### src/core/cff_pkg.sv
// shared constants and carriers for the channel fault flag bank
package cff_pkg;

    localparam int unsigned NUM_CH        = 4;            // channel count
    localparam int unsigned ADDR_W        = 5;            // register address width
    localparam int unsigned DATA_W        = 8;            // register width

    // register offsets
    localparam logic [4:0] OPEN_WIRE_FAULT_FLAGS_ADDR    = 5'h05;
    localparam logic [4:0] SUPPLY_SHORT_FAULT_FLAGS_ADDR = 5'h06;

    // reset values
    localparam logic [7:0] OPEN_WIRE_FAULT_FLAGS_RST    = 8'h00;
    localparam logic [7:0] SUPPLY_SHORT_FAULT_FLAGS_RST = 8'h00;

    // field positions: low nibble and high nibble
    localparam int unsigned LO_LSB = 0;
    localparam int unsigned HI_LSB = 4;

    // above-supply stretch time and clock rate
    localparam longint unsigned STRETCH_NS = 64'd10700000;  // 10.7 ms
    localparam longint unsigned CLK_PERIOD_NS = 64'd8;      // 125 MHz
    // least time: round up
    localparam longint unsigned STRETCH_CYC =
        (STRETCH_NS + CLK_PERIOD_NS - 64'd1) / CLK_PERIOD_NS;

    // per-channel raw detector inputs
    typedef struct packed {
        logic [3:0] open_wire;       // open-wire comparator, per channel
        logic [3:0] above_supply;    // above-supply comparator, per channel
        logic [3:0] short_supply;    // short-to-supply comparator, per channel
        logic [3:0] supply_ov;       // channel supply above threshold
    } cff_detect_t;

    // per-channel mode view
    typedef struct packed {
        logic [3:0] hs_mode;         // channel is a high-side output
        logic [3:0] switch_on;       // high-side switch is on
    } cff_chan_t;

    // register read port
    typedef struct packed {
        logic       rd;              // one-cycle read strobe
        logic [4:0] addr;            // register address
    } cff_rd_req_t;

endpackage

### src/core/cff_flag_bank.sv
`timescale 1ns/1ps
`default_nettype none

module cff_flag_bank #(
    parameter longint unsigned STRETCH_CYCLES = cff_pkg::STRETCH_CYC  // above-supply hold
) (
    // clock and reset
    input  wire logic                 sys_clk_in,    // 125 MHz clock
    input  wire logic                 nrst_in,       // async reset, active low
    // fault side: raw detectors, channel state and latch setting
    input  wire cff_pkg::cff_detect_t detect_in,     // raw detectors, asynchronous
    input  wire cff_pkg::cff_chan_t   chan_in,       // channel mode, same clock
    input  wire logic                 fault_latch_enable_in, // global latch setting
    // host read port
    input  wire cff_pkg::cff_rd_req_t rd_req_in,     // register read request
    output logic [7:0]                rd_data_out,   // read data, one cycle after strobe
    output logic                      rd_valid_out,  // read data valid pulse
    // register contents, shown live
    output logic [7:0]                open_wire_fault_flags_out,    // live register view
    output logic [7:0]                supply_short_fault_flags_out  // live register view
);

    localparam int unsigned DW = $bits(cff_pkg::cff_detect_t);  // detector bus width
    localparam logic [7:0]  UNMAPPED_DATA = 8'h00;                // read value off the map

    // data path, one register stage per edge:
    //   detect_in -> sync1 -> sync2 -> sync3 -> stable (stages 2 and 3 agree)
    //   stable -> conditions (gated by channel mode, stretched for above-supply)
    //   conditions -> flag registers (live or sticky, per fault_latch_enable_in)
    // a detector change so reaches the flag outputs five edges later, and a
    // pulse shorter than two cycles never reaches them at all: that is the
    // glitch filter that the agreement rule buys, at the price of latency
    // the host reads with a one-cycle strobe and gets its answer one edge
    // later; a read and a fault in the same cycle leave the fault standing

    // three-stage synchroniser for the detector bus
    logic [DW-1:0] sync1;   // first stage, read only by sync2
    logic [DW-1:0] sync2;   // second stage
    logic [DW-1:0] sync3;   // third stage
    logic [DW-1:0] stable;  // accepted level once stages 2 and 3 agree

    // stretch counters for the above-supply channels
    logic [31:0] stretch_cnt [cff_pkg::NUM_CH];

    cff_pkg::cff_detect_t det;       // filtered detectors
    logic [3:0] cond_ow;             // open-wire condition after gating
    logic [3:0] cond_above;          // above-supply condition after stretch
    logic [3:0] cond_short;          // short condition after gating
    logic [3:0] cond_ov;             // overvoltage condition
    logic       rd_ow;               // read of open-wire register
    logic       rd_sh;               // read of short register
    logic [7:0] cond_ow_reg;         // conditions in open-wire register order
    logic [7:0] cond_sh_reg;         // conditions in short register order
    logic [7:0] next_ow;             // next open-wire register
    logic [7:0] next_sh;             // next short register

    // next flag value: live, or sticky with clear-on-read of absent faults;
    // with the latch on, a read of the register replaces the sticky value by
    // the condition of that same cycle, so a fault still present wins over
    // the clear and a read never loses an event that coincides with it
    function automatic logic [7:0] flag_next(input logic [7:0] cur,
                                             input logic [7:0] cond,
                                             input logic       latch,
                                             input logic       rd);
        if (!latch) begin
            flag_next = cond;
        end else if (rd) begin
            flag_next = cond;
        end else begin
            flag_next = cur | cond;
        end
    endfunction

    // register select: strobe present and address matches
    function automatic logic addr_hit(input cff_pkg::cff_rd_req_t req,
                                      input logic [4:0]           addr);
        addr_hit = req.rd && (req.addr == addr);
    endfunction

    // detector synchroniser chain; the first stage may go metastable, so
    // nothing but the second stage ever reads it
    always_ff @(posedge sys_clk_in or negedge nrst_in) begin
        if (!nrst_in) begin
            // all stages start at the idle low level of the detectors
            sync1 <= '0;
            sync2 <= '0;
            sync3 <= '0;
        end else begin
            sync1 <= detect_in;
            sync2 <= sync1;
            sync3 <= sync2;
        end
    end

    // accept a bit change only when stages 2 and 3 agree
    // a bit on which they differ keeps its last accepted level
    always_ff @(posedge sys_clk_in or negedge nrst_in) begin
        if (!nrst_in) begin
            stable <= '0;
        end else begin
            // bits are judged one by one, so channels settle independently
            for (int i = 0; i < DW; i++) begin
                if (sync2[i] == sync3[i]) begin
                    stable[i] <= sync3[i];
                end
            end
        end
    end

    // view the accepted levels through the detector struct
    assign det = cff_pkg::cff_detect_t'(stable);

    // above-supply stretch: reload on detection, count down after;
    // the detection cycle plus STRETCH_CYCLES-1 counted cycles keeps the
    // flag condition up for at least STRETCH_CYCLES cycles, however short
    // the accepted detector pulse was
    always_ff @(posedge sys_clk_in or negedge nrst_in) begin
        if (!nrst_in) begin
            for (int c = 0; c < cff_pkg::NUM_CH; c++) begin
                // nothing to stretch after reset
                stretch_cnt[c] <= 32'h0;
            end
        end else begin
            for (int c = 0; c < cff_pkg::NUM_CH; c++) begin
                if (det.above_supply[c]) begin
                    stretch_cnt[c] <= 32'(STRETCH_CYCLES - 64'd1);
                end else if (stretch_cnt[c] != 32'h0) begin
                    stretch_cnt[c] <= stretch_cnt[c] - 32'h1;
                end
            end
        end
    end

    // fault conditions as seen by the flags; channel mode comes from logic
    // on this clock, so it gates the synchronised detectors directly and a
    // channel that is not a high-side output with its switch off cannot
    // raise an open-wire or short flag
    always_comb begin
        for (int c = 0; c < cff_pkg::NUM_CH; c++) begin
            cond_above[c] = det.above_supply[c] || (stretch_cnt[c] != 32'h0);
        end
        cond_ow    = det.open_wire & chan_in.hs_mode & ~chan_in.switch_on;
        cond_short = det.short_supply & chan_in.hs_mode & ~chan_in.switch_on;
        cond_ov    = det.supply_ov;
        cond_ow_reg = {cond_above, cond_ow};   // [7:4] above-supply, [3:0] open-wire
        cond_sh_reg = {cond_ov, cond_short};   // [7:4] overvoltage, [3:0] short
    end

    // read decode; an unmapped address selects neither register
    assign rd_ow = addr_hit(rd_req_in, cff_pkg::OPEN_WIRE_FAULT_FLAGS_ADDR);
    assign rd_sh = addr_hit(rd_req_in, cff_pkg::SUPPLY_SHORT_FAULT_FLAGS_ADDR);

    // next register contents
    // both registers share one update rule; only their conditions and read selects differ
    always_comb begin
        next_ow = flag_next(open_wire_fault_flags_out, cond_ow_reg,
                            fault_latch_enable_in, rd_ow);
        next_sh = flag_next(supply_short_fault_flags_out, cond_sh_reg,
                            fault_latch_enable_in, rd_sh);
    end

    // open-wire flag register: above-supply in [7:4], open-wire in [3:0]
    // (channel 4 down to channel 1); updated every cycle
    always_ff @(posedge sys_clk_in or negedge nrst_in) begin
        if (!nrst_in) begin
            // documented reset value
            open_wire_fault_flags_out <= cff_pkg::OPEN_WIRE_FAULT_FLAGS_RST;
        end else begin
            open_wire_fault_flags_out <= next_ow;
        end
    end

    // short-flag register: overvoltage in [7:4], short in [3:0]
    // (channel 4 down to channel 1); updated every cycle
    always_ff @(posedge sys_clk_in or negedge nrst_in) begin
        if (!nrst_in) begin
            // documented reset value
            supply_short_fault_flags_out <= cff_pkg::SUPPLY_SHORT_FAULT_FLAGS_RST;
        end else begin
            supply_short_fault_flags_out <= next_sh;
        end
    end

    // read valid: every strobe is answered one edge later, mapped or not
    always_ff @(posedge sys_clk_in or negedge nrst_in) begin
        if (!nrst_in) begin
            // no answer pending after reset
            rd_valid_out <= 1'b0;
        end else begin
            rd_valid_out <= rd_req_in.rd;
        end
    end

    // read data: value held before the clear takes effect, so the host sees
    // the event that the same read clears; the data stands for one cycle
    always_ff @(posedge sys_clk_in or negedge nrst_in) begin
        if (!nrst_in) begin
            // idle data level
            rd_data_out <= UNMAPPED_DATA;
        end else if (rd_ow) begin
            rd_data_out <= open_wire_fault_flags_out;
        end else if (rd_sh) begin
            rd_data_out <= supply_short_fault_flags_out;
        end else begin
            rd_data_out <= UNMAPPED_DATA;                 // unmapped or idle reads as zero
        end
    end

    // limitation: the stretch counter is 32 bits wide, ample for the default
    // interval; a STRETCH_CYCLES of zero is not meaningful and is not guarded

endmodule

`default_nettype wire

### config.mk
export PLATFORM = sky130hd
export DESIGN_NAME = cff_flag_bank
export DESIGN_NICKNAME = d
export VERILOG_FILES = /design/src/core/cff_pkg.sv /design/src/core/cff_flag_bank.sv
export SDC_FILE = /design/constraint.sdc
export NUM_CORES = 1
export LEC_CHECK = 0
export ABC_AREA = 1
export ABC_CLOCK_PERIOD_IN_PS = 2200
export BUFFER_PORTS_ARGS = -buffer_cell sky130_fd_sc_hd__buf_2
export CAP_MARGIN = 20
export CORE_UTILIZATION = 45
export CTS_BUF_LIST = sky130_fd_sc_hd__clkbuf_8
export CTS_CLUSTER_SIZE = 28
export DETAILED_ROUTE_END_ITERATION = 6
export GPL_TIMING_DRIVEN = 0
export SLEW_MARGIN = 10
export SYNTH_ARGS = -nofsm -noshare
export SYNTH_HDL_FRONTEND = slang
export SYNTH_SLANG_ARGS = --single-unit
### constraint.sdc
create_clock -name sys_clk_in -period 2.2 [get_ports sys_clk_in]
set_clock_uncertainty 0.05 [all_clocks]
set_input_delay 0.44 -clock sys_clk_in [delete_from_list [all_inputs] [get_ports sys_clk_in]]
set_output_delay 0.44 -clock sys_clk_in [all_outputs]
set_load 0.02 [all_outputs]
==> results of run 1 <==
## critical path, delay by kind of cell, from the launching register on
| kind | cells | cell delay (ns) |
|---|---|---|
| flops | 1 | 0.37 |
| fa+ha+maj | 1 | 0.27 |
| simple gates | 5 | 0.98 |
| buf+inv | 2 | 0.30 |
## flip-flops by register name, indices dropped and copies added (netlist names)
name	count
supply_short_fault_flags_out	8
det	16
sync3	16
rd_data_out	8
rd_valid_out	1
open_wire_fault_flags_out	8
sync2	16
stretch_cnt	128
sync1	16
## cell type report
| cell class | count | area, um^2 |
|---|---|---|
| clock buffers | 47 | 647 |
| flip-flops and latches | 217 | 5430 |
| inverters | 157 | 604 |
| clock inverters | 18 | 97.6 |
| repair buffers | 76 | 526 |
| plain buffers | 21 | 126 |
| multi-input cells | 1073 | 4950 |
| fillers | 2396 | 11500 |
| well taps | 324 | 405 |
## per-layer routing
metal	vias to the layer above	share of wire (%)
met3	50	5.3
li1	4899	-
met4	0	2.5
met5	-	0
met2	194	44
met1	4437	48
## logic make-up after synthesis
group / after synthesis / share of synthesized area [%]
AND/OR/NAND/NOR: 981 / 38.3
flip-flops: 217 / 49.0
buffers and inverters: 178 / 6.60
AO/OA/AOI/OAI: 62 / 3.39
adder cells (fa/ha/maj): 20 / 1.90
XOR/XNOR: 10 / 0.791
## power groups by stage
stage	Combinational, mW	Clock [mW]	Sequential [mW]
2_1_floorplan	0.275	0	4.31
3_3_place_gp	0.539	0	4.30
3_5_place_dp	0.559	0	4.31
4_1_cts	0.587	3.77	4.24
5_1_grt	0.664	3.95	4.25
6_report	0.587	3.66	4.24
## synth_stat cells (10+ instances only)
library cell / count / area [um^2]
o21bai_1: 15 / 113
nand2_1: 360 / 1350
inv_1: 151 / 567
or2_2: 10 / 62.6
nor2_4: 10 / 113
maj3_1: 16 / 160
nand3_1: 188 / 941
nor2_2: 10 / 62.6
dfrtp_1: 217 / 5430
nor3_1: 12 / 60.1
nand4_1: 34 / 213
clkbuf_1: 13 / 48.8
o21ai_0: 25 / 125
a21oi_1: 12 / 60.1
nor2_1: 334 / 1250
## worst min path at each step
| stage | start | endpoint | slack (ns) | depth (start not counted) |
|---|---|---|---|---|
| 2_1_floorplan | nrst_in | det[0] | 0.09 | 0 |
| 3_3_place_gp | sync1[15] | sync2[15] | 0.28 | 0 |
| 3_5_place_dp | sync1[10] | sync2[10] | 0.28 | 0 |
| 4_1_cts | chan_in[4] | supply_short_fault_flags_out[0] | 0.1 | 3 |
| 5_1_grt | chan_in[6] | open_wire_fault_flags_out[2] | 0.13 | 3 |
| 6_report | chan_in[4] | supply_short_fault_flags_out[0] | 0.12 | 3 |
## what timing repair did
action | CTS | global route
cloned | 0 | 0
hold endpoints to repair | 56 | 0
setup endpoints to repair | 10 | 37
gates resized for setup | 1 | 7
hold buffers | 18 | 0
==> flow_summary.yaml, run 1 <==
place:
  hpwl_um: 20300
  place_area_um2: 11800
  io_buffers: 56
  gp_congestion: 0.896
  dp.cells: 1850
  post-place-ws_ns: -0.0415
power_and_ir_drop:
  finalPower_mw: 8.49
  p_comb_share_pct: 6.9
  swShare_pct: 25.1
  seqPwrFrac_pct: 49.9
  p_per_area_nw_per_um2: 664
  p_leak_nw: 6.24
  net-switching-power_mw: 2.13
  p_int_mw: 6.36
  pwr-share-clk_pct: 43.1
  peakVddDrop_uv: 556
clock_tree:
  clock_sinks: 217
  cts_tree: "done"
  cts_inserted_buffers: 38
  cts_max_level: 2
  clkTransAtPathRegs_ns: 0.06
  worstSkewPairLatency_ns: 0.54
  post-cts-setup-buffers: 0
  root_buffer: "clkbuf_8"
  clock_path_buffers: 3
yosys:
  postSynthNetCount: 1505
  postSynth.asyncResetShare_pct: 100
  synth-seq-area-share_pct: 49.0
  synth-edff-count: 0
  yosysWarnings: 0
  syn_area_per_cell_um2: 7.55
  ys.flop_type: "dfrtp_1"
  yosys_register_bits: 217
  synthCells: 1468
  synth_cell_type_count: 36
  synthesis.area_um2: 11100
critical_path:
  reg2reg_depth: 8
  cp-startpoint: "stretch_cnt[0]"
  r2r-end: "open_wire_fault_flags_out[7]"
  crit_top_cell: "nand2_1"
  cp_slowest_stage_delay_ns: 0.45
  start_kind: "register"
  worstSetupPathType: "reg -> reg"
  reg2reg_from: "stretch_cnt[0]"
  cp-endpoint: "open_wire_fault_flags_out[7]"
  regToRegSetupSlack_ns: 0.09
  crit_path_end_kind: "register"
  critPathRequiredTime_ns: 2.52
  worst_path_max_delay_cell: "nor3_1"
  path_cells: "inv_1 > ha_1 > nand2_1 > nor2_1 > buf_4 > nand2_1 > nor3_1 > nand3_1"
  crit_fanout: 10
  crit_arrival_ns: 2.43
global_routing:
  grt_pass1_vias: 9140
  grt_max_degree: 110
  met3_usage_pct: 4.00
  antenna_found_initial: 0
  use_met2_pct: 35.8
  grt_pass1_wl_um: 46600
  grt_use_total_pct: 22.9
  gr-max-usage-layer: "met2"
  grt.met1_usage_pct: 32.4
  grt-ovfl-total: 0
route:
  num_vias: 9580
  viasPerCell: 4.96
  routed_wl_um: 27800
  drc: 0
  drt_first_iter_violations: 573
  drt_pass1_iterations: 5
  wl_per_cell_um: 14.4
  antenna_left: 0
layout:
  layout_common_cells: "nand2_1 (360), nor2_1 (333), dfrtp_1 (217)"
  fin_util_pct: 52.7
  area_growth_pct: 15.4
  nets: 1621
  layout_commonest_cell: "nand2_1"
  layoutNonFillerInstCount: 1933
  insertedDiodeCount: 0
  drive_above_1_share_pct: 10.7
  final_area_um2: 12800
sta:
  finalHoldViolCount: 0
  relSlewSlack_pct: 44.2
  slew_viol_final: 0
  worst_pin_slew_ns: 0.834
  fin_hold_ws_ns: 0.120
  clock.fmax_mhz: 473
  fin_crit_sh_pct: 96.1
  rsz0062_at_grt: "false"
  setup_viol: 0
  tns_ns: 0
  layout_setup_ws_ns: 0.0867
  layout_min_cycle_time_ns: 2.11
worst_hold_path:
  hold_class: "in -> reg"
status:
  outcome: "finished clean"
die:
  die-area_um2: 25200
  rows: 57
  io_pins: 58
  start_util_pct: 45.7
  die_w_um: 159
  fp.dieH_um: 159
  core_area_um2: 24200
job:
  drv_cap: 0
No activity file was read; power rests on OpenSTA's default activity.
==> run 2, diff against run 1 <==
- CELL_PAD_IN_SITES_DETAIL_PLACEMENT: unset -> 0
- CELL_PAD_IN_SITES_GLOBAL_PLACEMENT: unset -> 1
- CORE_UTILIZATION: 45 -> 47
- PLACE_DENSITY_LB_ADDON: unset -> 0.1
==> run 2 against run 1 <==
  * Count of clock-buffer cells in the layout increased by 2
  * Critical endpoint is now stretch_cnt[61]
  * Die area down 4.2%
  * Sequential share of layout area fell by 0.20 points
  * First-iteration DRC count rose by 2.6%
  * Worst setup slack gained 0.074 ns
  * Largest power group unchanged
==> flow_summary.yaml, run 2 (synthesis gave the netlist of run 1 again) <==
global_routing:
  grt-ovfl-total: 0
  grt_use_total_pct: 24.6
  grt_max_degree: 103
  antenna_found_initial: 0
  grt_pass1_vias: 9230
  grt_pass1_wl_um: 47000
power_and_ir_drop:
  seqPwrFrac_pct: 48.0
  p_int_mw: 6.67
  p_leak_nw: 6.26
  p_comb_share_pct: 6.7
  swShare_pct: 24.6
  net-switching-power_mw: 2.17
  pwr-share-clk_pct: 45.4
  finalPower_mw: 8.84
  peakVddDrop_uv: 510
  p_per_area_nw_per_um2: 688
sta:
  setup_viol: 0
  clock.fmax_mhz: 490
  fin_crit_sh_pct: 92.7
  finalHoldViolCount: 0
  layout_min_cycle_time_ns: 2.04
  slew_viol_final: 0
  worst_pin_slew_ns: 0.806
  tns_ns: 0
  relSlewSlack_pct: 46.1
  rsz0062_at_grt: "false"
die:
  io_pins: 58
  die_w_um: 156
  die-area_um2: 24200
  start_util_pct: 48.5
  fp.dieH_um: 156
  core_area_um2: 22800
  rows: 55
critical_path:
  reg2reg_depth: 10
  start_kind: "register"
  worstSetupPathType: "reg -> reg"
  crit_path_end_kind: "register"
  cp-endpoint: "stretch_cnt[61]"
  path_cells: "inv_1 > ha_2 > nand2_4 > nor2_4 > nand2_2 > nor2_4 > nand2_4 > clkinv_4 > buf_6 > nor2_1"
  reg2reg_from: "stretch_cnt[32]"
  crit_fanout: 10
  r2r-end: "stretch_cnt[61]"
  crit_cells: 10
  crit_arrival_ns: 2.40
  critPathRequiredTime_ns: 2.56
  cp_slowest_stage_delay_ns: 0.36
  path_delay_family: "simple AND/OR/NAND/NOR gates"
  regToRegSetupSlack_ns: 0.16
  path_buf_inv: 3
  cp-startpoint: "stretch_cnt[32]"
  worst_path_max_delay_cell: "dfrtp_1"
status:
  outcome: "finished clean"
route:
  drt_first_iter_violations: 588
  routed_wl_um: 28200
  num_vias: 9607
  wl_per_cell_um: 14.7
  viasPerCell: 5.00
  antenna_left: 0
  drc: 0
  drt_pass1_iterations: 6
layout:
  drive_above_1_share_pct: 11.0
  layout_common_cells: "nand2_1 (360), nor2_1 (333), dfrtp_1 (217)"
  insertedDiodeCount: 0
  nets: 1621
  area_growth_pct: 16.0
  top_register: "stretch_cnt"
  largest_register_ffs: 128
  layout_commonest_cell: "nand2_1"
  fin_util_pct: 56.2
clock_tree:
  cts_max_level: 2
  worstSkewPairLatency_ns: 0.54
  clock_path_buffers: 3
  clkTransAtPathRegs_ns: 0.06
  post-cts-setup-buffers: 0
  cts_tree: "done"
  cts_inserted_buffers: 38
  clock_sinks: 217
  root_buffer: "clkbuf_8"
place:
  hpwl_um: 20600
  gp_congestion: 0.859
  io_buffers: 56
job:
  drv_cap: 0
worst_hold_path:
  min_from: "chan_in[4]"
  hold_class: "in -> reg"
  hold_depth: 3
## run 2: worst min-delay path by stage
stage / end / slack [ns]
final: supply_short_fault_flags_out[0] / 0.11
after global routing: supply_short_fault_flags_out[0] / 0.09
after CTS: supply_short_fault_flags_out[0] / 0.08
after detailed placement: sync2[15] / 0.28
after global placement: sync2[11] / 0.28
after floorplan: det[0] / 0.09
## run 2: cell type report
cell class | instances | area [um^2]
Inverter | 157 | 604
Clock buffer | 49 | 674
Sequential cell | 217 | 5430
Buffer | 21 | 126
Fill cell | 2264 | 10000
Clock inverter | 16 | 145
Tap cell | 313 | 392
Multi-Input combinational cell | 1073 | 4950
Timing Repair Buffer | 76 | 526
## run 2: per-layer routing
layer	GRT usage [%]	vias to the layer above	share of wire, %
li1	-	4911	-
met1	35.7	4455	50
met2	38.2	191	44
met3	3.96	50	4.5
met4	6.72	0	2.0
met5	0	-	0
## run 2: power by group through the flow
stage	combinational, mW	sequential, mW	clock, mW
finish	0.588	4.24	4.01
global route	0.664	4.26	4.28
CTS	0.588	4.24	4.11
detailed placement	0.563	4.31	0
global placement	0.537	4.31	0
floorplan	0.275	4.31	0
## run 2: repair_timing
item	4_1_cts	5_1_grt
resized for setup	0	8
hold buffers	18	0
setup endpoints to repair	0	44
hold endpoints to repair	72	0
## run 2: stage by stage
stage	setup slack, ns	cell area (um^2)	hold WS (ns)	std cells
after detailed placement	-0.0579	11800	0.285	1839
after global routing	0.00608	12800	0.0923	1922
final	0.160	12800	0.110	1922
after CTS	0.0156	12800	0.0808	1922
after floorplan	0.415	11100	0.0944	1468
after global placement	-3.28	11800	0.282	1837
## run 2: tightest hold or removal path, stage by stage
cell     delay (ns)
buf_2          0.09
nand3_1        0.07
nand2_1        0.06
==> run 3, diff against run 2 <==
- ABC_AREA: 1 -> unset
- CORE_UTILIZATION: 47 -> 50
- SETUP_SLACK_MARGIN: unset -> 0.4
==> run 3 against run 2 <==
  * The run now ends with negative setup slack left
  * Clock power down 14%
  * Core utilization rose by 20 points
  * Critical path depth shrank 2
  * Wire length decreased by 9.4%
  * Non-clock buffer count up 178
  * Maximum frequency is 21% lower
==> flow_summary.yaml, run 3 <==
global_routing:
  grt_max_degree: 117
  grt_pass1_vias: 8530
  grt-ovfl-total: 0
  grt_use_total_pct: 25.4
  grt_pass1_wl_um: 41100
  antenna_found_initial: 0
die:
  fp.dieH_um: 141
  io_pins: 58
  rows: 50
  core_area_um2: 18800
  start_util_pct: 51.5
  die-area_um2: 20000
  die_w_um: 141
sta:
  fin_crit_sh_pct: 117
  layout_setup_ws_ns: -0.383
  layout_min_cycle_time_ns: 2.58
  slew_viol_final: 0
  finalHoldViolCount: 0
  rsz0062_at_grt: "true"
  clock.fmax_mhz: 387
  relSlewSlack_pct: 50.0
  setup_viol: 67
  worst_pin_slew_ns: 0.751
yosys:
  yosysWarnings: 0
  synthesis.area_um2: 9700
  synth-edff-count: 0
  synth_top_area_share_pct: 56.0
  yosys-top-cells-area: "dfrtp_1 (56%), nor2_1 (2.9%), xor2_1 (2.7%)"
  postSynth.asyncResetShare_pct: 100
  synth_most_common_cell: "dfrtp_1"
  synth_commonest_cells: "dfrtp_1 (217), nor2_1 (74), a21oi_1 (49)"
  synthCells: 875
  yosysTopAreaCell: "dfrtp_1"
  syn_area_per_cell_um2: 11.1
  ys.flop_type: "dfrtp_1"
  postSynthNetCount: 912
  yosys_register_bits: 217
  synth-seq-area-share_pct: 56.0
  synth_cell_type_count: 75
place:
  gp_congestion: 0.843
  hpwl_um: 13700
  post-place-ws_ns: -0.596
  io_buffers: 57
  dp.cells: 1193
critical_path:
  crit_path_end_kind: "register"
  regToRegSetupSlack_ns: -0.38
  reg2reg_from: "stretch_cnt[33]"
  crit_fanout: 3
  path_cells: "inv_2 > ha_4 > or4b_4 > or4_4 > nor3_4 > buf_6 > nor3_2 > or3b_1"
  cp-startpoint: "stretch_cnt[33]"
  worst_path_max_delay_cell: "or4_4"
  crit_cells: 8
  crit_arrival_ns: 2.93
  cp-endpoint: "stretch_cnt[36]"
  worstSetupPathType: "reg -> reg"
  cp_slowest_stage_delay_ns: 0.58
  start_kind: "register"
  reg2reg_depth: 8
  critPathRequiredTime_ns: 2.55
  path_delay_family: "simple AND/OR/NAND/NOR gates"
  path_buf_inv: 2
  r2r-end: "stretch_cnt[36]"
route:
  num_vias: 8200
  viasPerCell: 5.69
  routed_wl_um: 25600
  wl_per_cell_um: 17.8
  drt_first_iter_violations: 397
  antenna_left: 0
  drt_pass1_iterations: 5
  drc: 0
power_and_ir_drop:
  p_leak_nw: 5.82
  peakVddDrop_uv: 557
  p_per_area_nw_per_um2: 593
layout:
  multi_input_area_um2: 5460
  insertedDiodeCount: 0
  layout_common_cells: "dfrtp_1 (205), buf_4 (98), buf_6 (72)"
  nets: 1194
  nFillCells: 1201
  largest_register_ffs: 128
  area_growth_pct: 47.2
  seq_area_um2: 5450
  drive_above_1_share_pct: 45.1
  layout_commonest_cell: "dfrtp_1"
  layoutNonFillerInstCount: 1440
  top_register: "stretch_cnt"
worst_hold_path:
  hold_class: "in -> reg"
clock_tree:
  worstSkewPairLatency_ns: 0.53
  cts_tree: "done"
  cts_inserted_buffers: 37
  cts_max_level: 2
  clkTransAtPathRegs_ns: 0.06
  clock_sinks: 217
  clock_path_buffers: 3
  root_buffer: "clkbuf_8"
job:
  drv_cap: 0
status:
  violations: "negative setup slack"
  outcome: "finished with violations"
[run 3: worst min-delay path: cells and delay by family]
family	cells	cell delay [ns]
compound gates	1	0.17
buf+inv	1	0.07
simple gates	1	0.05
[run 3: stage by stage]
step / TNS [ns] / cell area [um^2] / utilization (%) / power (mW) / hold WS [ns]
3_3_place_gp: -641.81 / 10900 / 57.8 / 4.85 / 0.281
5_1_grt: -17.68 / 14300 / 75.8 / 8.84 / 0.180
6_report: -11.46 / 14300 / 75.8 / 8.46 / 0.210
4_1_cts: -8.98 / 13400 / 71.1 / 8.47 / 0.178
2_1_floorplan: -4.27 / 10300 / - / 4.62 / 0.0944
3_5_place_dp: -22.25 / 10900 / 58.0 / 4.89 / 0.285
[run 3: power breakdown]
| part | internal, mW | switching [mW] | total, mW |
|---|---|---|---|
| sequential | 4.14 | 0.119 | 4.26 |
| combinational | 0.344 | 0.434 | 0.778 |
| clock | 1.81 | 1.61 | 3.43 |
[run 3: metal layers]
metal	wire length [um]	global-route usage [%]
met1	10800	32.0
met2	13300	43.9
met3	868	4.29
met4	661	10.0
met5	0	0
[run 3: area by class of cell]
| type | count | share of cell area (%) |
|---|---|---|
| Multi-Input combinational cell | 612 | 38.2 |
| Sequential cell | 217 | 38.1 |
| Timing Repair Buffer | 243 | 14.3 |
| Clock buffer | 44 | 4.24 |
| Tap cell | 260 | 2.28 |
| Buffer | 32 | 1.89 |
| Clock inverter | 18 | 0.605 |
| Inverter | 14 | 0.368 |
[run 3: cell families (layout without fill, tap and decap cells)]
| logic type | count (synthesis) | in the layout | share of synthesized area [%] |
|---|---|---|---|
| xor+xnor | 45 | 45 | 4.06 |
| simple gates | 354 | 354 | 21.7 |
| compound gates | 177 | 177 | 12.3 |
| fa+ha+maj | 20 | 20 | 2.17 |
| buf+inv | 46 | 351 | 2.03 |
| flops | 217 | 217 | 56.0 |
| mux | 16 | 16 | 1.81 |
[run 3: worst min path at each step]
| stage | from | end | slack (ns) | cells after the start |
|---|---|---|---|---|
| floorplan | nrst_in | det[0] | 0.09 | 0 |
| global placement | sync1[8] | sync2[8] | 0.28 | 0 |
| detailed placement | sync1[14] | sync2[14] | 0.28 | 0 |
| CTS | chan_in[0] | supply_short_fault_flags_out[0] | 0.18 | 3 |
| global route | chan_in[3] | supply_short_fault_flags_out[3] | 0.18 | 3 |
| finish | chan_in[0] | supply_short_fault_flags_out[0] | 0.21 | 3 |
[run 3: timing repair]
action                                 CTS  global route
gates resized for setup                166           127
setup buffers                          112            55
endpoints found under the hold margin  118             0
setup endpoints to repair              132           215
pin swaps                               97            90
hold buffers                            18             0
